**src/design/eipl_pkg.sv**
```systemverilog
// Shared constants and types of the external interrupt pin logic
package eipl_pkg;

    ////////////////////////////////////////////////////////////////////////////
    // Register byte addresses
    localparam logic [11:0] ADDR_CTRL = 12'h000;
    localparam logic [11:0] ADDR_ISTS = 12'h004;
    localparam logic [11:0] ADDR_IMSK = 12'h008;

    ////////////////////////////////////////////////////////////////////////////
    // Field positions of irq_pin_status_control
    localparam int POS_PULL_DEVICE_DISABLE      = 6;
    localparam int POS_POLARITY_SELECT          = 5;
    localparam int POS_PIN_FUNCTION_ENABLE      = 4;
    localparam int POS_REQUEST_EVENT_FLAG       = 3;
    localparam int POS_EVENT_ACKNOWLEDGE        = 2;
    localparam int POS_REQUEST_INTERRUPT_ENABLE = 1;
    localparam int POS_EDGE_LEVEL_MODE          = 0;

    ////////////////////////////////////////////////////////////////////////////
    // Field positions of the event status and mask registers
    localparam int POS_STS_EVENT       = 0;
    localparam int POS_STS_ACK_REFUSED = 1;
    localparam int STS_WIDTH           = 2;

    ////////////////////////////////////////////////////////////////////////////
    // Values after reset
    localparam logic [7:0]           RST_CTRL = 8'h00;
    localparam logic [STS_WIDTH-1:0] RST_ISTS = 2'h0;
    localparam logic [STS_WIDTH-1:0] RST_IMSK = 2'h0;

    ////////////////////////////////////////////////////////////////////////////
    // Bus answer sequencing
    typedef enum logic [0:0] {
        APB_IDLE = 1'b0,
        APB_RESP = 1'b1
    } eipl_apb_state_type;

endpackage

```
**src/design/eipl_sync.sv**
```systemverilog
// Two-stage synchroniser for the external request pin
`timescale 1ns/1ps
module eipl_sync (
    input  wire logic pclk,
    input  wire logic presetn,
    input  wire logic pin_async,
    output logic      pin_sync
);

    typedef struct packed {
        logic stage1;
        logic stage2;
    } eipl_sync_state_type;

    eipl_sync_state_type st_r;
    eipl_sync_state_type st_nxt;

    always_comb begin
        st_nxt        = st_r;
        st_nxt.stage1 = pin_async;
        st_nxt.stage2 = st_r.stage1;
    end

    always_ff @(posedge pclk or negedge presetn) begin
        if (!presetn) begin
            st_r <= '0;
        end else begin
            st_r <= st_nxt;
        end
    end

    assign pin_sync = st_r.stage2;

endmodule

```
**src/design/eipl_detect.sv**
```systemverilog
// Polarity, edge and level qualifier for the synchronised pin
`timescale 1ns/1ps
module eipl_detect (
    input  wire logic pclk,
    input  wire logic presetn,
    input  wire logic pin_sync,
    input  wire logic polarity,
    input  wire logic enable,
    output logic      level_hit,
    output logic      edge_hit
);

    typedef struct packed {
        logic prev_pin;
    } eipl_detect_state_type;

    eipl_detect_state_type st_r;
    eipl_detect_state_type st_nxt;
    logic                  now_asserted;
    logic                  was_asserted;

    always_comb begin
        st_nxt          = st_r;
        st_nxt.prev_pin = pin_sync;
    end

    always_ff @(posedge pclk or negedge presetn) begin
        if (!presetn) begin
            st_r <= '0;
        end else begin
            st_r <= st_nxt;
        end
    end

    // Asserted level follows the polarity choice
    assign now_asserted = polarity ? pin_sync : ~pin_sync;
    assign was_asserted = polarity ? st_r.prev_pin : ~st_r.prev_pin;
    assign level_hit    = enable & now_asserted;
    assign edge_hit     = enable & now_asserted & ~was_asserted;

endmodule

```
**src/design/eipl_top.sv**
```systemverilog
// External interrupt request pin logic with APB register access
// Notes on behaviour
// - Bit 6 set turns the pull device off while the pin function is on, clear leaves it on.
// - Bit 5 picks falling/low sensitivity when 0 and rising/high sensitivity when 1.
// - With the pin function on and rising polarity, the pull-up becomes a pull-down.
// - Bit 4 turns the pin's interrupt request function on when set and off when clear.
// - Bit 3 is a read-only flag that reads 1 once a qualifying event is seen and 0 otherwise.
// - Writing 1 to bit 2 clears the flag, writing 0 does nothing, and bit 2 always reads 0.
// - In edge-and-level mode an acknowledge cannot clear the flag while the pin stays asserted.
// - Bit 1 set makes a core request whenever the flag is 1, clear leaves software to poll.
// - Bit 0 picks edge-only detection when 0 and edge-and-level detection when 1.
// - A deasserted to asserted transition sets the flag, and level mode keeps it set while asserted.
`timescale 1ns/1ps
module eipl_top (
    input  wire logic        pclk,
    input  wire logic        presetn,
    input  wire logic        psel,
    input  wire logic        penable,
    input  wire logic        pwrite,
    input  wire logic [11:0] paddr,
    input  wire logic [31:0] pwdata,
    output logic      [31:0] prdata,
    output logic             pready,
    output logic             pslverr,
    input  wire logic        irq_pin_in,
    output logic             pull_up_en,
    output logic             pull_down_en,
    output logic             core_irq_req,
    output logic             event_irq
);

    ////////////////////////////////////////////////////////////////////////////
    // State

    typedef struct packed {
        eipl_pkg::eipl_apb_state_type               apb;
        logic                                       pready;
        logic                                       pslverr;
        logic [31:0]                                prdata;
        logic                                       pull_device_disable;
        logic                                       polarity_select;
        logic                                       pin_function_enable;
        logic                                       request_event_flag;
        logic                                       request_interrupt_enable;
        logic                                       edge_level_mode;
        logic [eipl_pkg::STS_WIDTH-1:0]             sts;
        logic [eipl_pkg::STS_WIDTH-1:0]             msk;
        logic                                       core_req;
        logic                                       event_irq;
        logic                                       pull_up;
        logic                                       pull_down;
    } eipl_state_type;

    eipl_state_type st_r;
    eipl_state_type st_nxt;

    logic pin_sync;
    logic level_hit;
    logic edge_hit;
    logic access_phase;
    logic write_done;
    logic ack_hit;
    logic level_hold;
    logic event_set;
    logic ack_refused;
    logic addr_ok;

    ////////////////////////////////////////////////////////////////////////////
    // Pin front end

    eipl_sync u_sync (
        .pclk      (pclk),
        .presetn   (presetn),
        .pin_async (irq_pin_in),
        .pin_sync  (pin_sync)
    );

    eipl_detect u_detect (
        .pclk      (pclk),
        .presetn   (presetn),
        .pin_sync  (pin_sync),
        .polarity  (st_r.polarity_select),
        .enable    (st_r.pin_function_enable),
        .level_hit (level_hit),
        .edge_hit  (edge_hit)
    );

    ////////////////////////////////////////////////////////////////////////////
    // Helpers

    function automatic logic addr_mapped(input logic [11:0] a);
        addr_mapped = (a == eipl_pkg::ADDR_CTRL) || (a == eipl_pkg::ADDR_ISTS) || (a == eipl_pkg::ADDR_IMSK);
    endfunction

    function automatic logic [7:0] ctrl_image(input eipl_state_type s);
        logic [7:0] v;
        v                                             = 8'h00;
        v[eipl_pkg::POS_PULL_DEVICE_DISABLE]          = s.pull_device_disable;
        v[eipl_pkg::POS_POLARITY_SELECT]              = s.polarity_select;
        v[eipl_pkg::POS_PIN_FUNCTION_ENABLE]          = s.pin_function_enable;
        v[eipl_pkg::POS_REQUEST_EVENT_FLAG]           = s.request_event_flag;
        v[eipl_pkg::POS_EVENT_ACKNOWLEDGE]            = 1'b0;
        v[eipl_pkg::POS_REQUEST_INTERRUPT_ENABLE]     = s.request_interrupt_enable;
        v[eipl_pkg::POS_EDGE_LEVEL_MODE]              = s.edge_level_mode;
        ctrl_image                                    = v;
    endfunction

    ////////////////////////////////////////////////////////////////////////////
    // Decode

    assign addr_ok      = addr_mapped(paddr);
    assign access_phase = psel & penable;
    // Writes land only on the completing edge
    assign write_done   = access_phase & st_r.pready & pwrite & addr_ok;
    assign ack_hit      = write_done && (paddr == eipl_pkg::ADDR_CTRL) && pwdata[eipl_pkg::POS_EVENT_ACKNOWLEDGE];
    // level mode holds the flag while asserted
    assign level_hold   = st_r.edge_level_mode & level_hit;
    // mode picks edge only or edge and level
    assign event_set    = edge_hit | level_hold;
    assign ack_refused  = ack_hit & level_hold;

    ////////////////////////////////////////////////////////////////////////////
    // Next state

    always_comb begin
        st_nxt = st_r;

        // Bus answer: one wait cycle, then pready for one cycle
        case (st_r.apb)
            eipl_pkg::APB_IDLE: begin
                st_nxt.pready  = 1'b0;
                st_nxt.pslverr = 1'b0;
                if (access_phase) begin
                    st_nxt.apb     = eipl_pkg::APB_RESP;
                    st_nxt.pready  = 1'b1;
                    st_nxt.pslverr = ~addr_ok;
                    st_nxt.prdata  = 32'h0000_0000;
                    if (!pwrite) begin
                        case (paddr)
                            eipl_pkg::ADDR_CTRL: st_nxt.prdata[7:0] = ctrl_image(st_r);
                            eipl_pkg::ADDR_ISTS: st_nxt.prdata[eipl_pkg::STS_WIDTH-1:0] = st_r.sts;
                            eipl_pkg::ADDR_IMSK: st_nxt.prdata[eipl_pkg::STS_WIDTH-1:0] = st_r.msk;
                            default:             st_nxt.prdata = 32'h0000_0000;
                        endcase
                    end
                end
            end
            eipl_pkg::APB_RESP: begin
                st_nxt.apb     = eipl_pkg::APB_IDLE;
                st_nxt.pready  = 1'b0;
                st_nxt.pslverr = 1'b0;
            end
            default: begin
                st_nxt.apb     = eipl_pkg::APB_IDLE;
                st_nxt.pready  = 1'b0;
                st_nxt.pslverr = 1'b0;
            end
        endcase

        // Control fields
        if (write_done && (paddr == eipl_pkg::ADDR_CTRL)) begin
            st_nxt.pull_device_disable      = pwdata[eipl_pkg::POS_PULL_DEVICE_DISABLE];
            st_nxt.polarity_select          = pwdata[eipl_pkg::POS_POLARITY_SELECT];
            st_nxt.pin_function_enable      = pwdata[eipl_pkg::POS_PIN_FUNCTION_ENABLE];
            st_nxt.request_interrupt_enable = pwdata[eipl_pkg::POS_REQUEST_INTERRUPT_ENABLE];
            st_nxt.edge_level_mode          = pwdata[eipl_pkg::POS_EDGE_LEVEL_MODE];
        end
        if (write_done && (paddr == eipl_pkg::ADDR_IMSK)) begin
            st_nxt.msk = pwdata[eipl_pkg::STS_WIDTH-1:0];
        end

        // event flag, set wins over acknowledge
        if (ack_hit) begin
            st_nxt.request_event_flag = 1'b0;
        end
        if (event_set) begin
            st_nxt.request_event_flag = 1'b1;
        end

        // Sticky status, write one to clear, set wins
        if (write_done && (paddr == eipl_pkg::ADDR_ISTS)) begin
            st_nxt.sts = st_r.sts & ~pwdata[eipl_pkg::STS_WIDTH-1:0];
        end
        if (edge_hit) begin
            st_nxt.sts[eipl_pkg::POS_STS_EVENT] = 1'b1;
        end
        if (ack_refused) begin
            st_nxt.sts[eipl_pkg::POS_STS_ACK_REFUSED] = 1'b1;
        end

        // core request follows flag and enable
        st_nxt.core_req  = st_nxt.request_event_flag & st_nxt.request_interrupt_enable;
        st_nxt.event_irq = |(st_nxt.sts & st_nxt.msk);

        // rising polarity swaps pull-up for pull-down
        st_nxt.pull_up   = st_nxt.pin_function_enable & ~st_nxt.pull_device_disable & ~st_nxt.polarity_select;
        st_nxt.pull_down = st_nxt.pin_function_enable & ~st_nxt.pull_device_disable & st_nxt.polarity_select;
    end

    always_ff @(posedge pclk or negedge presetn) begin
        if (!presetn) begin
            st_r                          <= '0;
            st_r.apb                      <= eipl_pkg::APB_IDLE;
            st_r.pull_device_disable      <= eipl_pkg::RST_CTRL[eipl_pkg::POS_PULL_DEVICE_DISABLE];
            st_r.polarity_select          <= eipl_pkg::RST_CTRL[eipl_pkg::POS_POLARITY_SELECT];
            st_r.pin_function_enable      <= eipl_pkg::RST_CTRL[eipl_pkg::POS_PIN_FUNCTION_ENABLE];
            st_r.request_event_flag       <= eipl_pkg::RST_CTRL[eipl_pkg::POS_REQUEST_EVENT_FLAG];
            st_r.request_interrupt_enable <= eipl_pkg::RST_CTRL[eipl_pkg::POS_REQUEST_INTERRUPT_ENABLE];
            st_r.edge_level_mode          <= eipl_pkg::RST_CTRL[eipl_pkg::POS_EDGE_LEVEL_MODE];
            st_r.sts                      <= eipl_pkg::RST_ISTS;
            st_r.msk                      <= eipl_pkg::RST_IMSK;
        end else begin
            st_r <= st_nxt;
        end
    end

    ////////////////////////////////////////////////////////////////////////////
    // Outputs

    assign prdata       = st_r.prdata;
    assign pready       = st_r.pready;
    assign pslverr      = st_r.pslverr;
    assign pull_up_en   = st_r.pull_up;
    assign pull_down_en = st_r.pull_down;
    assign core_irq_req = st_r.core_req;
    assign event_irq    = st_r.event_irq;
endmodule

```
**config.mk**
```make
export PLATFORM = sky130hd
export DESIGN_NAME = eipl_top
export DESIGN_NICKNAME = d
export VERILOG_FILES = /design/src/design/eipl_pkg.sv /design/src/design/eipl_sync.sv /design/src/design/eipl_detect.sv /design/src/design/eipl_top.sv
export SDC_FILE = /design/constraint.sdc
export NUM_CORES = 1
export LEC_CHECK = 0
export ABC_CLOCK_PERIOD_IN_PS = 2570
export BUFFER_PORTS_ARGS = -buffer_cell sky130_fd_sc_hd__buf_4
export CORE_ASPECT_RATIO = 0.6
export CORE_MARGIN = 2
export CORE_UTILIZATION = 45
export DETAILED_ROUTE_END_ITERATION = 10
export PLACE_DENSITY = 0.91
export SLEW_MARGIN = 20
export SYNTH_ARGS = -nofsm -noshare
export SYNTH_HDL_FRONTEND = slang
export SYNTH_SLANG_ARGS = --single-unit
```
**constraint.sdc**
```tcl
create_clock -name pclk -period 2.57 [get_ports pclk]
set_clock_uncertainty 0.05 [all_clocks]
set_input_delay 0.257 -clock pclk [delete_from_list [all_inputs] [get_ports pclk]]
set_output_delay 0.257 -clock pclk [all_outputs]
set_load 0.1 [all_outputs]
```
# Word level (Yosys, flattened, before mapping)
# Index checks and enable logic that the tools add are counted.
# word_totals
regBits	52
input_bits	50
out_inout_bits	38
# op_classes
n_eq_ne	2
muxes	15
bitwise_logic	23
n_reduce_logical	9
# ops
cell	count
35-bit two-way mux	1
1-bit bitwise AND	12
12-bit by 3-bit equality test with 1-bit output, second input constant	1
12-bit by 4-bit equality test with 1-bit output, second input constant	1
12-bit logical NOT	1
7-bit two-way mux	1
1-bit inverter	7
1-bit two-way mux	6
2-bit two-way mux	3
2-bit case mux with 3 select lines	1
3-bit case mux with 2 select lines	1
5-bit two-way mux	1
2-bit bitwise AND	2
1-bit logical AND	4
3-bit two-way mux	1
1-bit logical OR	2
2-bit inverter	1
2-bit AND reduction	1
2-bit OR reduction	1
1-bit bitwise OR	1

# Depth between registers and ports, before layout
# Gate-level depths: netlist of the first run.
# depth
ltp_word	10
ltp_mapped	7
mapped_depth_nobuf	5

# Modules after synthesis
# From an unflattened synthesis of the first run, not the netlist that was laid out.
# unflattened
cells_unflattened	133
hier_area_um2	1415.1
# by_module_without_submodules
mod	n_inst	cells_each	area_per_inst_um2
eipl_top	1	125	1301.2
eipl_detect	1	6	63.8
eipl_sync	1	2	50.0

# Least setup slack after synthesis of the first run
# OpenSTA, ideal clock, no wires.
# synth_path
path_type	register to register
startpoint	register st_r[48] (netlist name)
endpoint	register st_r[12] (netlist bit)
setup_ps	125
arrival_time_ps	2106
required_ps	2395
path_slack_ps	289
stages_incl_launch_ff	6
period_less_slack_ps	2281
path_cell_list	dfrtp_1 -> nor2b_1 -> nand3_1 -> nor3_2 -> buf_2 -> mux2_2
# synth_lines
item	line	rtl
to (signal assigned)	eipl_top.sv:213	st_r <= st_nxt;
to (decl)	eipl_top.sv:54	eipl_state_type st_r;

# Worst setup path in the final report of the first run
# layout_path
startpoint	register st_r[48] (netlist bit)
endpoint	register st_r, in the netlist prdata[6]
# layout_via
elab_chain_cells	2
# layout_lines
item
1-bit inverter (no line)
2-bit AND reduction (no line)
# Every way passes these cells.
# A chain may end at the register's enable or synchronous reset.

==> results of run 1 <==
## worst min path at each step
stage,startpoint,endpoint,slack (ns),depth (start not counted)
finish,irq_pin_in,u_sync.st_nxt[0],0.04,1
global route,irq_pin_in,u_sync.st_nxt[0],0.03,1
CTS,irq_pin_in,u_sync.st_nxt[0],0.04,1
detailed placement,presetn,u_sync.st_nxt[0],0.12,1
global placement,presetn,u_sync.st_nxt[0],0.12,1
floorplan,presetn,core_irq_req,-0.09,0
## cells in the final DEF, fill, tap and decap left out, types with 2 or more instances in the layout
cell      Yosys  final
buf_4        32     36
conb_1        1     26
dfrtp_1      25     25
nand2_1       9      9
o21ai_0       5      5
a22o_1        5      5
nor2_1        4      4
a21oi_1       4      4
nand3_1       4      4
mux2_2        4      4
nand4_1       3      3
clkbuf_8      0      3
nand3b_1      2      2
nor4_2        2      2
nor2b_1       2      2
inv_1         2      2
mux2_4        2      2
nor3b_1       2      2
mux2i_1       2      2
o31ai_1       2      2
## worst register-to-register path: stages (launching register included)
cell	delay, ns
dfrtp_1	0.42
nand3b_1	0.37
or3_1	0.40
nor3_1	0.35
a22o_1	0.19
## metrics by stage
stage          power [mW]  instances  setup slack (ns)  instance area (sq um)
2_1_floorplan       0.632        155             0.289                   1450
3_3_place_gp        0.644        197             0.583                   1520
3_5_place_dp        0.645        197             0.577                   1520
4_1_cts             0.874        202             0.685                   1580
5_1_grt             0.903        202             0.528                   1580
6_report            0.874        202             0.727                   1580
## synth_stat cells, types with 2 or more instances
| cell type | count | area [sq um] |
|---|---|---|
| a21oi_1 | 4 | 20.0 |
| nand3_1 | 4 | 20.0 |
| mux2_4 | 2 | 30.0 |
| nor4_2 | 2 | 25.0 |
| a22o_1 | 5 | 43.8 |
| nor3b_1 | 2 | 15.0 |
| clkbuf_1 | 3 | 11.3 |
| nand2_1 | 9 | 33.8 |
| dfrtp_1 | 25 | 626 |
| inv_1 | 2 | 7.51 |
| nor2b_1 | 2 | 12.5 |
| o21ai_0 | 5 | 25.0 |
| nand3b_1 | 2 | 15.0 |
| nor2_1 | 4 | 15.0 |
| nand4_1 | 3 | 18.8 |
| mux2_2 | 4 | 45.0 |
| mux2i_1 | 2 | 20.0 |
| buf_4 | 32 | 240 |
| o31ai_1 | 2 | 15.0 |
## final cells by class
type	instances	area, sq um	area share [%]
inverters	2	7.51	0.476
well taps	42	52.6	3.33
flip-flops and latches	25	626	39.7
clock buffers	3	41.3	2.62
repair buffers	37	280	17.8
clock inverters	1	7.51	0.476
multi-input cells	92	563	35.7
## power by group
group / total (mW) / internal (mW) / switching [mW]
clock network: 0.235 / 0.110 / 0.125
registers: 0.400 / 0.397 / 0.00247
logic: 0.239 / 0.0326 / 0.207
total: 0.874 / 0.540 / 0.334
## per-layer routing
| metal | routed length [um] | global-route usage [%] | up-vias |
|---|---|---|---|
| met5 | 0 | 0 | - |
| met4 | 48 | 6.43 | 0 |
| met3 | 181 | 5.03 | 6 |
| met2 | 1090 | 21.9 | 31 |
| met1 | 1080 | 19.5 | 420 |
| li1 | - | - | 454 |
## state kept, by name, summed over array words and instances (netlist names)
name             cells
pull_down_en         1
pull_up_en           1
pslverr              1
u_sync.pin_sync      1
prdata               6
core_irq_req         1
event_irq            1
st_r                11
u_sync.st_nxt        1
u_detect.st_r        1
## cells by family (layout without fill, tap and decap cells)
kind of cell / after synthesis / after routing
and+or+nand+nor: 38 / 38
buffers and inverters: 38 / 43
DFF: 25 / 25
AOI/OAI and AO/OA: 19 / 19
muxes: 8 / 8
other: 1 / 26
xor gates and xnor gates: 1 / 1
==> impl_results.md, run 1 <==
- Synthesis-stage register bit count: 25
- Core Rows: 15
- Grt total ovfl: 0
- Die Ht: about 47 um
- Dpl hpwl: 1.89 mm
- Bufs and invs on worst path: 0
- Max stage delay on crit path: around 0.42 ns
- Arr. time, crit path: between 2 and 2.5 ns
- Post-CTS Setup Bufs: 0
- First-pass GRT wire length: 3.68 mm
- IO Pins: roughly 90
- Clock Latency Late Sink: roughly 0.27 ns
- IO buf count: 35
- CTS root buffer: clkbuf_8
- Dominant synthesized flop cell: dfrtp_1
- # fillers: around 260
- Worst hold margin: 0.0414 ns
- Yosys warnings: 0
- CP max-delay cell: dfrtp_1
- Residual DRC: 0
- Starting DRT DRC Count: between 40 and 50
- Placer Congestion: 0.857
- Maximum clock rate: around 540 MHz
- Setup violators final: 0
- Power density over the cells: approximately 550 nW/um^2
- Initial Utilization: between 40% and 50%
- Util after Layout: 54.9%
- Simple-Gate Fraction of Synth Area: roughly 17%
- Req. time, crit path: approximately 2.7 ns
- Drt total wl: 2.41 mm
- CP endpoint kind: register
- Worst setup path class: register to register
- Total GRT Usage: between 10 and 15%
- Mapped Area: around 1400 sq um
- Vias in the first global route: roughly 800
- Reg clk slew, reported paths: about 0.09 ns
- CTS resizes: 0
- Mean Syn Cell Area: ~10 sq um
- Crit path cell chain: nand3b_1, or3_1, nor3_1, a22o_1
- Hold/Removal Path Class: primary input to register
- Period utilization: slightly above 70%
- Delay-heaviest family, CP: simple AND/OR/NAND/NOR gates
- CTS tree: yes
- Crit path max fanout: 11
- WL/cell: between 10 and 15 um
- Die Footprint: between 3000 and 4000 sq um
- Leak: roughly 0.8 nW
- Post-synthesis mux area share: about 7.0%
- RR Startpoint: st_r[48]
- Clock Sink Count: 25
- Outcome: complete, no violations
- Post-synth EDFFs: 0
- Longest Clk Path Bufs: 2
- Number of antenna violations at the first check in global routing: 0
- Mapped Cells: 130
- Combinational family with the most area after synthesis: buffers and inverters
- Final antenna-violating net count: 0
- Hold Buf Count CTS: 1
- Asr flop ratio synth: 100%
- Final #Nets: 211
- Total CTS buffers: 3
- H-tree Lvls: 1
- Register area share after synthesis: between 40% and 50%
- Die Wd: 74.9 um
- Ant. Diodes: 0
- Share of cells above drive strength 1: a little under a third
- CP startpoint: st_r[48]
- Synth Area in Compound Gates: under 10%
- Post-Synth XOR/XNOR Area: less than 1%
- Area delta synth->final: 16.1%
- Fin. Hold Viols: 0
- Max-slew violation count: 0
- Core Box Area: 2870 sq um
- Vias: about 910
- Worst VDD drop: approximately 0.00024 V
- DRT Pass-1 Iters: 4
- CP Depth: 4
- Setup TNS: 0 ns
- Critical path startpoint category: register
- Fin crit period: roughly 1.8 ns
- Flop2flop setup slack: 0.73 ns
- Worst r2r path cells: 4
- Number of distinct library cells after synthesis: 35
- Largest net degree at the start of global routing: 26
- Max-Cap Viols: 0
- Worst Setup EP: prdata[6]
- RSZ-0062 raised after global routing: false
- Reg2reg end: prdata[6]
- Vias/cell: around 4.5
- Synthesized-area fraction occupied by adder cells: 0%
Power figures use the tool's default switching activity.
==> run 2, diff against run 1 <==
--- a/config.mk
+++ b/config.mk
@@ -5,13 +5,14 @@
 export SDC_FILE = /design/constraint.sdc
 export NUM_CORES = 1
 export LEC_CHECK = 0
-export ABC_CLOCK_PERIOD_IN_PS = 2570
+export ABC_AREA = 1
+export ABC_CLOCK_PERIOD_IN_PS = 1900
 export BUFFER_PORTS_ARGS = -buffer_cell sky130_fd_sc_hd__buf_4
 export CORE_ASPECT_RATIO = 0.6
 export CORE_MARGIN = 2
-export CORE_UTILIZATION = 45
+export CORE_UTILIZATION = 42
 export DETAILED_ROUTE_END_ITERATION = 10
-export PLACE_DENSITY = 0.91
+export PLACE_DENSITY = 0.85
 export SLEW_MARGIN = 20
 export SYNTH_ARGS = -nofsm -noshare
 export SYNTH_HDL_FRONTEND = slang
==> constraint.sdc (replaced) <==
create_clock -name pclk -period 1.9 [get_ports pclk]
set_clock_uncertainty 0.05 [all_clocks]
set_input_delay 0.19 -clock pclk [delete_from_list [all_inputs] [get_ports pclk]]
set_output_delay 0.19 -clock pclk [all_outputs]
set_load 0.1 [all_outputs]
==> impl_results.md, run 2 <==
- Outcome: complete, no violations
- Mapped Area: ~1400 sq um
- Share of cells above drive strength 1: 26.2%
- Largest Register: st_r
- IO Pins: 88
- # fillers: ~330
- Period utilization: about four fifths
- Hold Buf Count CTS: 2
- Dominant synthesized flop cell: dfrtp_1
- Yosys warnings: 0
- CP max-delay cell: dfrtp_2
- Register area share after synthesis: 44.9%
- Reg2reg end: pull_down_en
- Critical Path Most Common Cell: nor2_1
- Placer Congestion: between 0.8 and 0.9
- Worst setup path class: register to register
- Flop pwr share: between 40% and 50%
- Sw Pwr: 437 uW
- Synthesis-stage register bit count: 25
- DRT Pass-1 Iters: 4
- Number of antenna violations at the first check in global routing: 0
- Crit path cell chain: nand2_1, nor2_1, nand4_2, o21ai_2, inv_1, nor2_1
- Max stage delay on crit path: ~0.38 ns
- Core Rows: 16
- Longest Clk Path Bufs: 2
- Die Wd: 78.4 um
- WL/cell: 10.0 um
- Worst r2r path cells: 6
- Top post-synthesis cells by area: dfrtp_1 45%, buf_4 17%, nand2_1 12%
- Clock power share: roughly a quarter
- Total GRT Usage: between 10% and 20%
- CTS resizes: 0
- Area delta synth->final: 16.3%
- IO buf count: 35
- Drt total wl: ~2.5 mm
- Vias: ~1000
- Vias/cell: approximately 4.2
- Leak: 0.834 nW
- Mean Syn Cell Area: about 8.2 sq um
- Dpl hpwl: approximately 2 mm
- Power density over the cells: 719 nW/um^2
- Post-CTS Setup Bufs: 0
- Die Ht: about 49 um
- Req. time, crit path: 2.05 ns
- Crit path max fanout: 8
- Fin crit period: approximately 1.6 ns
- Mapped Cells: approximately 170
- Starting DRT DRC Count: 23
- Setup TNS: 0 ns
- Largest area contributor in the netlist: dfrtp_1
- Worst VDD drop: 0.000439 V
- Final #Nets: 253
- Ant. Diodes: 0
- Maximum clock rate: approximately 640 MHz
- Clock Sink Count: 25
- Critical path startpoint category: register
- Largest net degree at the start of global routing: 26
- Core Box Area: 3220 sq um
- Top cell type's share of synthesized area: between 40% and 50%
- First-pass GRT wire length: between 4 and 5 mm
- Fin. Hold Viols: 0
- CP endpoint kind: register
- Post-synth EDFFs: 0
- Internal cell power: roughly 730 uW
- CTS tree: yes
- Final antenna-violating net count: 0
- H-tree Lvls: 1
- Max-Cap Viols: 0
- Commonest cells after routing, fill and taps aside: 43 x nand2_1, 35 x buf_4, 26 x conb_1, 24 x dfrtp_1, 15 x inv_1
- Vias in the first global route: just over 900
- Sw Share: between 30% and 40%
- Flop2flop setup slack: 0.35 ns
- Post-synth top cells: 43 x nand2_1, 32 x buf_4, 25 x dfrtp_1
- CTS root buffer: clkbuf_8
- RSZ-0062 raised after global routing: false
- Asr flop ratio synth: 100%
- Clock Latency Late Sink: approximately 0.27 ns
- Util after Layout: around half
- Setup violators final: 0
- Arr. time, crit path: between 1.5 and 2 ns
- CP startpoint: st_r[48]
- Power Total: around 1.2 mW
- Die Footprint: 3810 sq um
- Worst hold margin: 0.107 ns
- Comb pwr share: between 20% and 30%
- Total CTS buffers: 3
- Initial Utilization: between 40% and 50%
- Max-slew violation count: 0
- Commonest non-fill, non-tap cell in the layout: nand2_1
- Worst Setup EP: pull_down_en
- Grt total ovfl: 0
- Residual DRC: 0
- Dominant cell by count in the synthesized netlist: nand2_1
- Hold/Removal Path Class: primary input to register
- Number of distinct library cells after synthesis: 25
- Reg clk slew, reported paths: 0.08 ns
- Max reg flops: 11
- RR Startpoint: st_r[48]
[run 2: cell types whose count changed after synthesis, moves of 4 or more]
cell / change
a22o_1: -5
inv_1: +13
mux2_2: -4
nand2_1: +34
nand3_1: +6
nor2_1: +9
[run 2: power by group through the flow]
stage               registers, mW  logic (mW)  clock network (mW)
CTS                         0.540       0.320               0.316
global route                0.541       0.332               0.344
global placement            0.550       0.316                   0
detailed placement          0.551       0.317                   0
floorplan                   0.567       0.285                   0
finish                      0.540       0.320               0.306
[run 2: layout make-up]
class / count / area [sq um] / area share, %
Timing Repair Buffer: 37 / 283 / 17.4
Clock buffer: 4 / 45.0 / 2.78
Tap cell: 45 / 56.3 / 3.47
Multi-Input combinational cell: 118 / 543 / 33.5
Inverter: 18 / 67.6 / 4.17
Sequential cell: 25 / 627 / 38.7
[run 2: critical path: cells and delay by family, from the launching register on]
kind	cells	cell delay, ns
buffers and inverters	1	0.06
AOI/OAI and AO/OA	1	0.24
and+or+nand+nor	4	0.76
DFF	1	0.38
[run 2: routing by layer]
| metal | up-vias | global-route usage, % | part of all wire (%) |
|---|---|---|---|
| met4 | 0 | 4.39 | 0.57 |
| met2 | 32 | 20.8 | 44 |
| li1 | 534 | - | - |
| met1 | 465 | 18.6 | 48 |
| met3 | 2 | 4.85 | 6.9 |
| met5 | - | 0 | 0 |
[run 2: worst min-delay path by stage]
| stage | from | endpoint | slack (ns) | depth (start not counted) |
|---|---|---|---|---|
| final | pwdata[4] | st_r[11] | 0.11 | 3 |
| after global routing | pwdata[4] | st_r[11] | 0.11 | 3 |
| after CTS | pwdata[4] | st_r[11] | 0.11 | 3 |
| after detailed placement | presetn | u_sync.st_nxt[0] | 0.06 | 1 |
| after global placement | presetn | core_irq_req | 0.06 | 1 |
| after floorplan | presetn | core_irq_req | -0.16 | 0 |
[run 2: logic make-up (layout without fill, tap and decap cells)]
kind of cell / after synthesis / count (layout) / share of synthesized area (%)
and+or+nand+nor: 77 / 77 / 25.3
DFF: 25 / 25 / 44.9
buffers and inverters: 51 / 59 / 22.9
other: 1 / 26 / 0.269
AOI/OAI and AO/OA: 15 / 15 / 6.64
[run 2: per-stage QoR]
| step | cell area (sq um) | instances | setup WS (ns) |
|---|---|---|---|
| after global routing | 1620 | 247 | 0.205 |
| after CTS | 1620 | 247 | 0.355 |
| after global placement | 1560 | 241 | 0.335 |
| final | 1620 | 247 | 0.347 |
| after floorplan | 1490 | 194 | 0.249 |
| after detailed placement | 1560 | 241 | 0.335 |
==> run 3, diff against run 2 <==
--- a/config.mk
+++ b/config.mk
@@ -6,7 +6,7 @@
 export NUM_CORES = 1
 export LEC_CHECK = 0
 export ABC_AREA = 1
-export ABC_CLOCK_PERIOD_IN_PS = 1900
+export ABC_CLOCK_PERIOD_IN_PS = 1500
 export BUFFER_PORTS_ARGS = -buffer_cell sky130_fd_sc_hd__buf_4
 export CORE_ASPECT_RATIO = 0.6
 export CORE_MARGIN = 2
==> constraint.sdc (replaced) <==
create_clock -name pclk -period 1.5 [get_ports pclk]
set_clock_uncertainty 0.05 [all_clocks]
set_input_delay 0.15 -clock pclk [delete_from_list [all_inputs] [get_ports pclk]]
set_output_delay 0.15 -clock pclk [all_outputs]
set_load 0.1 [all_outputs]
==> impl_results.md, run 3 (synthesis results as in run 2) <==
- Outcome: complete, no violations
- Flop pwr share: approximately 46%
- Arr. time, crit path: 1.50 ns
- Area delta synth->final: 17.7%
- Vias: just over 1000
- Period utilization: about nine tenths
- Dpl hpwl: 1.98 mm
- DRT Pass-1 Iters: 4
- Req. time, crit path: around 1.6 ns
- Placer Congestion: between 0.8 and 0.9
- Fin. Hold Viols: 0
- Worst setup path class: register to register
- CTS tree: yes
- Drt total wl: about 2.5 mm
- Max-Cap Viols: 0
- Die Footprint: roughly 3800 sq um
- Final antenna-violating net count: 0
- Core Box Area: approximately 3200 sq um
- Final #Nets: roughly 250
- IO buf count: 35
- Setup violators final: 0
- CTS root buffer: clkbuf_8
- CP endpoint kind: register
- Leak: roughly 0.84 nW
- Max stage delay on crit path: roughly 0.35 ns
- Longest Clk Path Bufs: 2
- Power density over the cells: a little over 900 nW/um^2
- Sw Pwr: between 500 and 600 uW
- Largest net degree at the start of global routing: 26
- H-tree Lvls: 1
- Critical Path Most Common Cell: a21oi_1
- Delay-heaviest family, CP: compound AO/OA/AOI/OAI gates
- Fin crit period: ~1.4 ns
- Starting DRT DRC Count: 15
- Total CTS buffers: 3
- Ant. Diodes: 0
- Vias/cell: 4.18
- Number of antenna violations at the first check in global routing: 0
- Bufs and invs on worst path: 1
- Maximum clock rate: around 730 MHz
- First-pass GRT wire length: around 4.1 mm
- Placed cells: roughly 240
- Clock power share: 26.5%
- Worst VDD drop: between 0.0004 and 0.0005 V
- Share of cells above drive strength 1: a little over a quarter
- Die Wd: around 80 um
- Vias in the first global route: approximately 950
- Internal cell power: ~920 uW
- Die Ht: about 49 um
- WL/cell: 10.2 um
- Total GRT Usage: 14.1%
- Grt total ovfl: 0
- Setup TNS: 0 ns
- Max reg flops: 11
- IO Pins: 88
- Sw Share: between 30% and 40%
- Final non-filler cell total: about 250
- Core Rows: 16
- Max-slew violation count: 0
- Clock Sink Count: 25
- Comb pwr share: between 20 and 30%
- Initial Utilization: a little over two fifths
- Crit path cell chain: inv_1, or2_2, a21oi_1, nor2_1, a21oi_1
- Commonest cells after routing, fill and taps aside: 43 x nand2_1, 35 x buf_4, 26 x conb_1, 24 x dfrtp_1, 15 x inv_1
- Clock Latency Late Sink: roughly 0.27 ns
- Residual DRC: 0
- Hold/Removal Path Class: primary input to register
- Critical path startpoint category: register
- Largest Register: st_r
- Worst hold margin: approximately 0.064 ns
- Commonest non-fill, non-tap cell in the layout: nand2_1
- Reg clk slew, reported paths: around 0.080 ns
- RSZ-0062 raised after global routing: false
- CTS resizes: 0
- Crit path max fanout: 5
- CP max-delay cell: dfrtp_1
[run 3: worst reg2reg max path, delay by kind of cell (launching register included)]
kind	cells	cell delay (ns)
DFF	1	0.35
AOI/OAI and AO/OA	2	0.43
buffers and inverters	1	0.08
and+or+nand+nor	2	0.37
[run 3: layer usage]
layer / up-vias / global-route usage [%] / share of wire [%]
li1: 536 / - / -
met1: 458 / 19.1 / 48
met2: 35 / 22.0 / 44
met3: 4 / 4.66 / 6.7
met4: 0 / 3.80 / 1.1
met5: - / 0 / 0
[run 3: cell type report]
class	instances	area, sq um
fill	313	1580
sequential	25	629
multi-input combinational	118	559
timing repair buffer	37	283
inverter	18	67.6
tap	45	56.3
clock buffer	4	45.0
[run 3: worst paths after layout]
kind / from / end / slack, ns / cells after the start
setup / recovery: st_r[12] / core_irq_req / 0.13 / 5
hold / removal: pwdata[4] / st_r[11] / 0.06 / 3
setup reg to reg: st_r[12] / core_irq_req / 0.13 / 5
hold reg to reg: u_sync.st_nxt[0] / u_sync.pin_sync / 0.31 / 0
max in group asynchronous: presetn / st_r[48] / 0.88 / 2
min in group asynchronous: presetn / u_sync.st_nxt[0] / 0.25 / 2
[run 3: through the flow]
stage / total power [mW] / setup WS [ns] / cell area [sq um] / utilization, %
final: 1.49 / 0.130 / 1640 / 50.9
after global placement: 1.10 / 0.0626 / 1580 / 48.9
after detailed placement: 1.10 / 0.0293 / 1580 / 48.9
after CTS: 1.49 / 0.137 / 1640 / 50.9
after global routing: 1.54 / 0.00398 / 1640 / 50.9
after floorplan: 1.08 / 0.0184 / 1510 / -
[run 3: power by group through the flow]
stage / Combinational, mW / Clock (mW) / Sequential (mW)
detailed placement: 0.405 / 0 / 0.698
floorplan: 0.363 / 0 / 0.720
global placement: 0.403 / 0 / 0.698
finish: 0.408 / 0.394 / 0.684
CTS: 0.409 / 0.400 / 0.685
global route: 0.424 / 0.426 / 0.686
[run 3: repair_timing]
| action | CTS | global route |
|---|---|---|
| hold buffers | 2 | 0 |
| setup buffers | 0 | 0 |
| hold endpoints to repair | 26 | 0 |
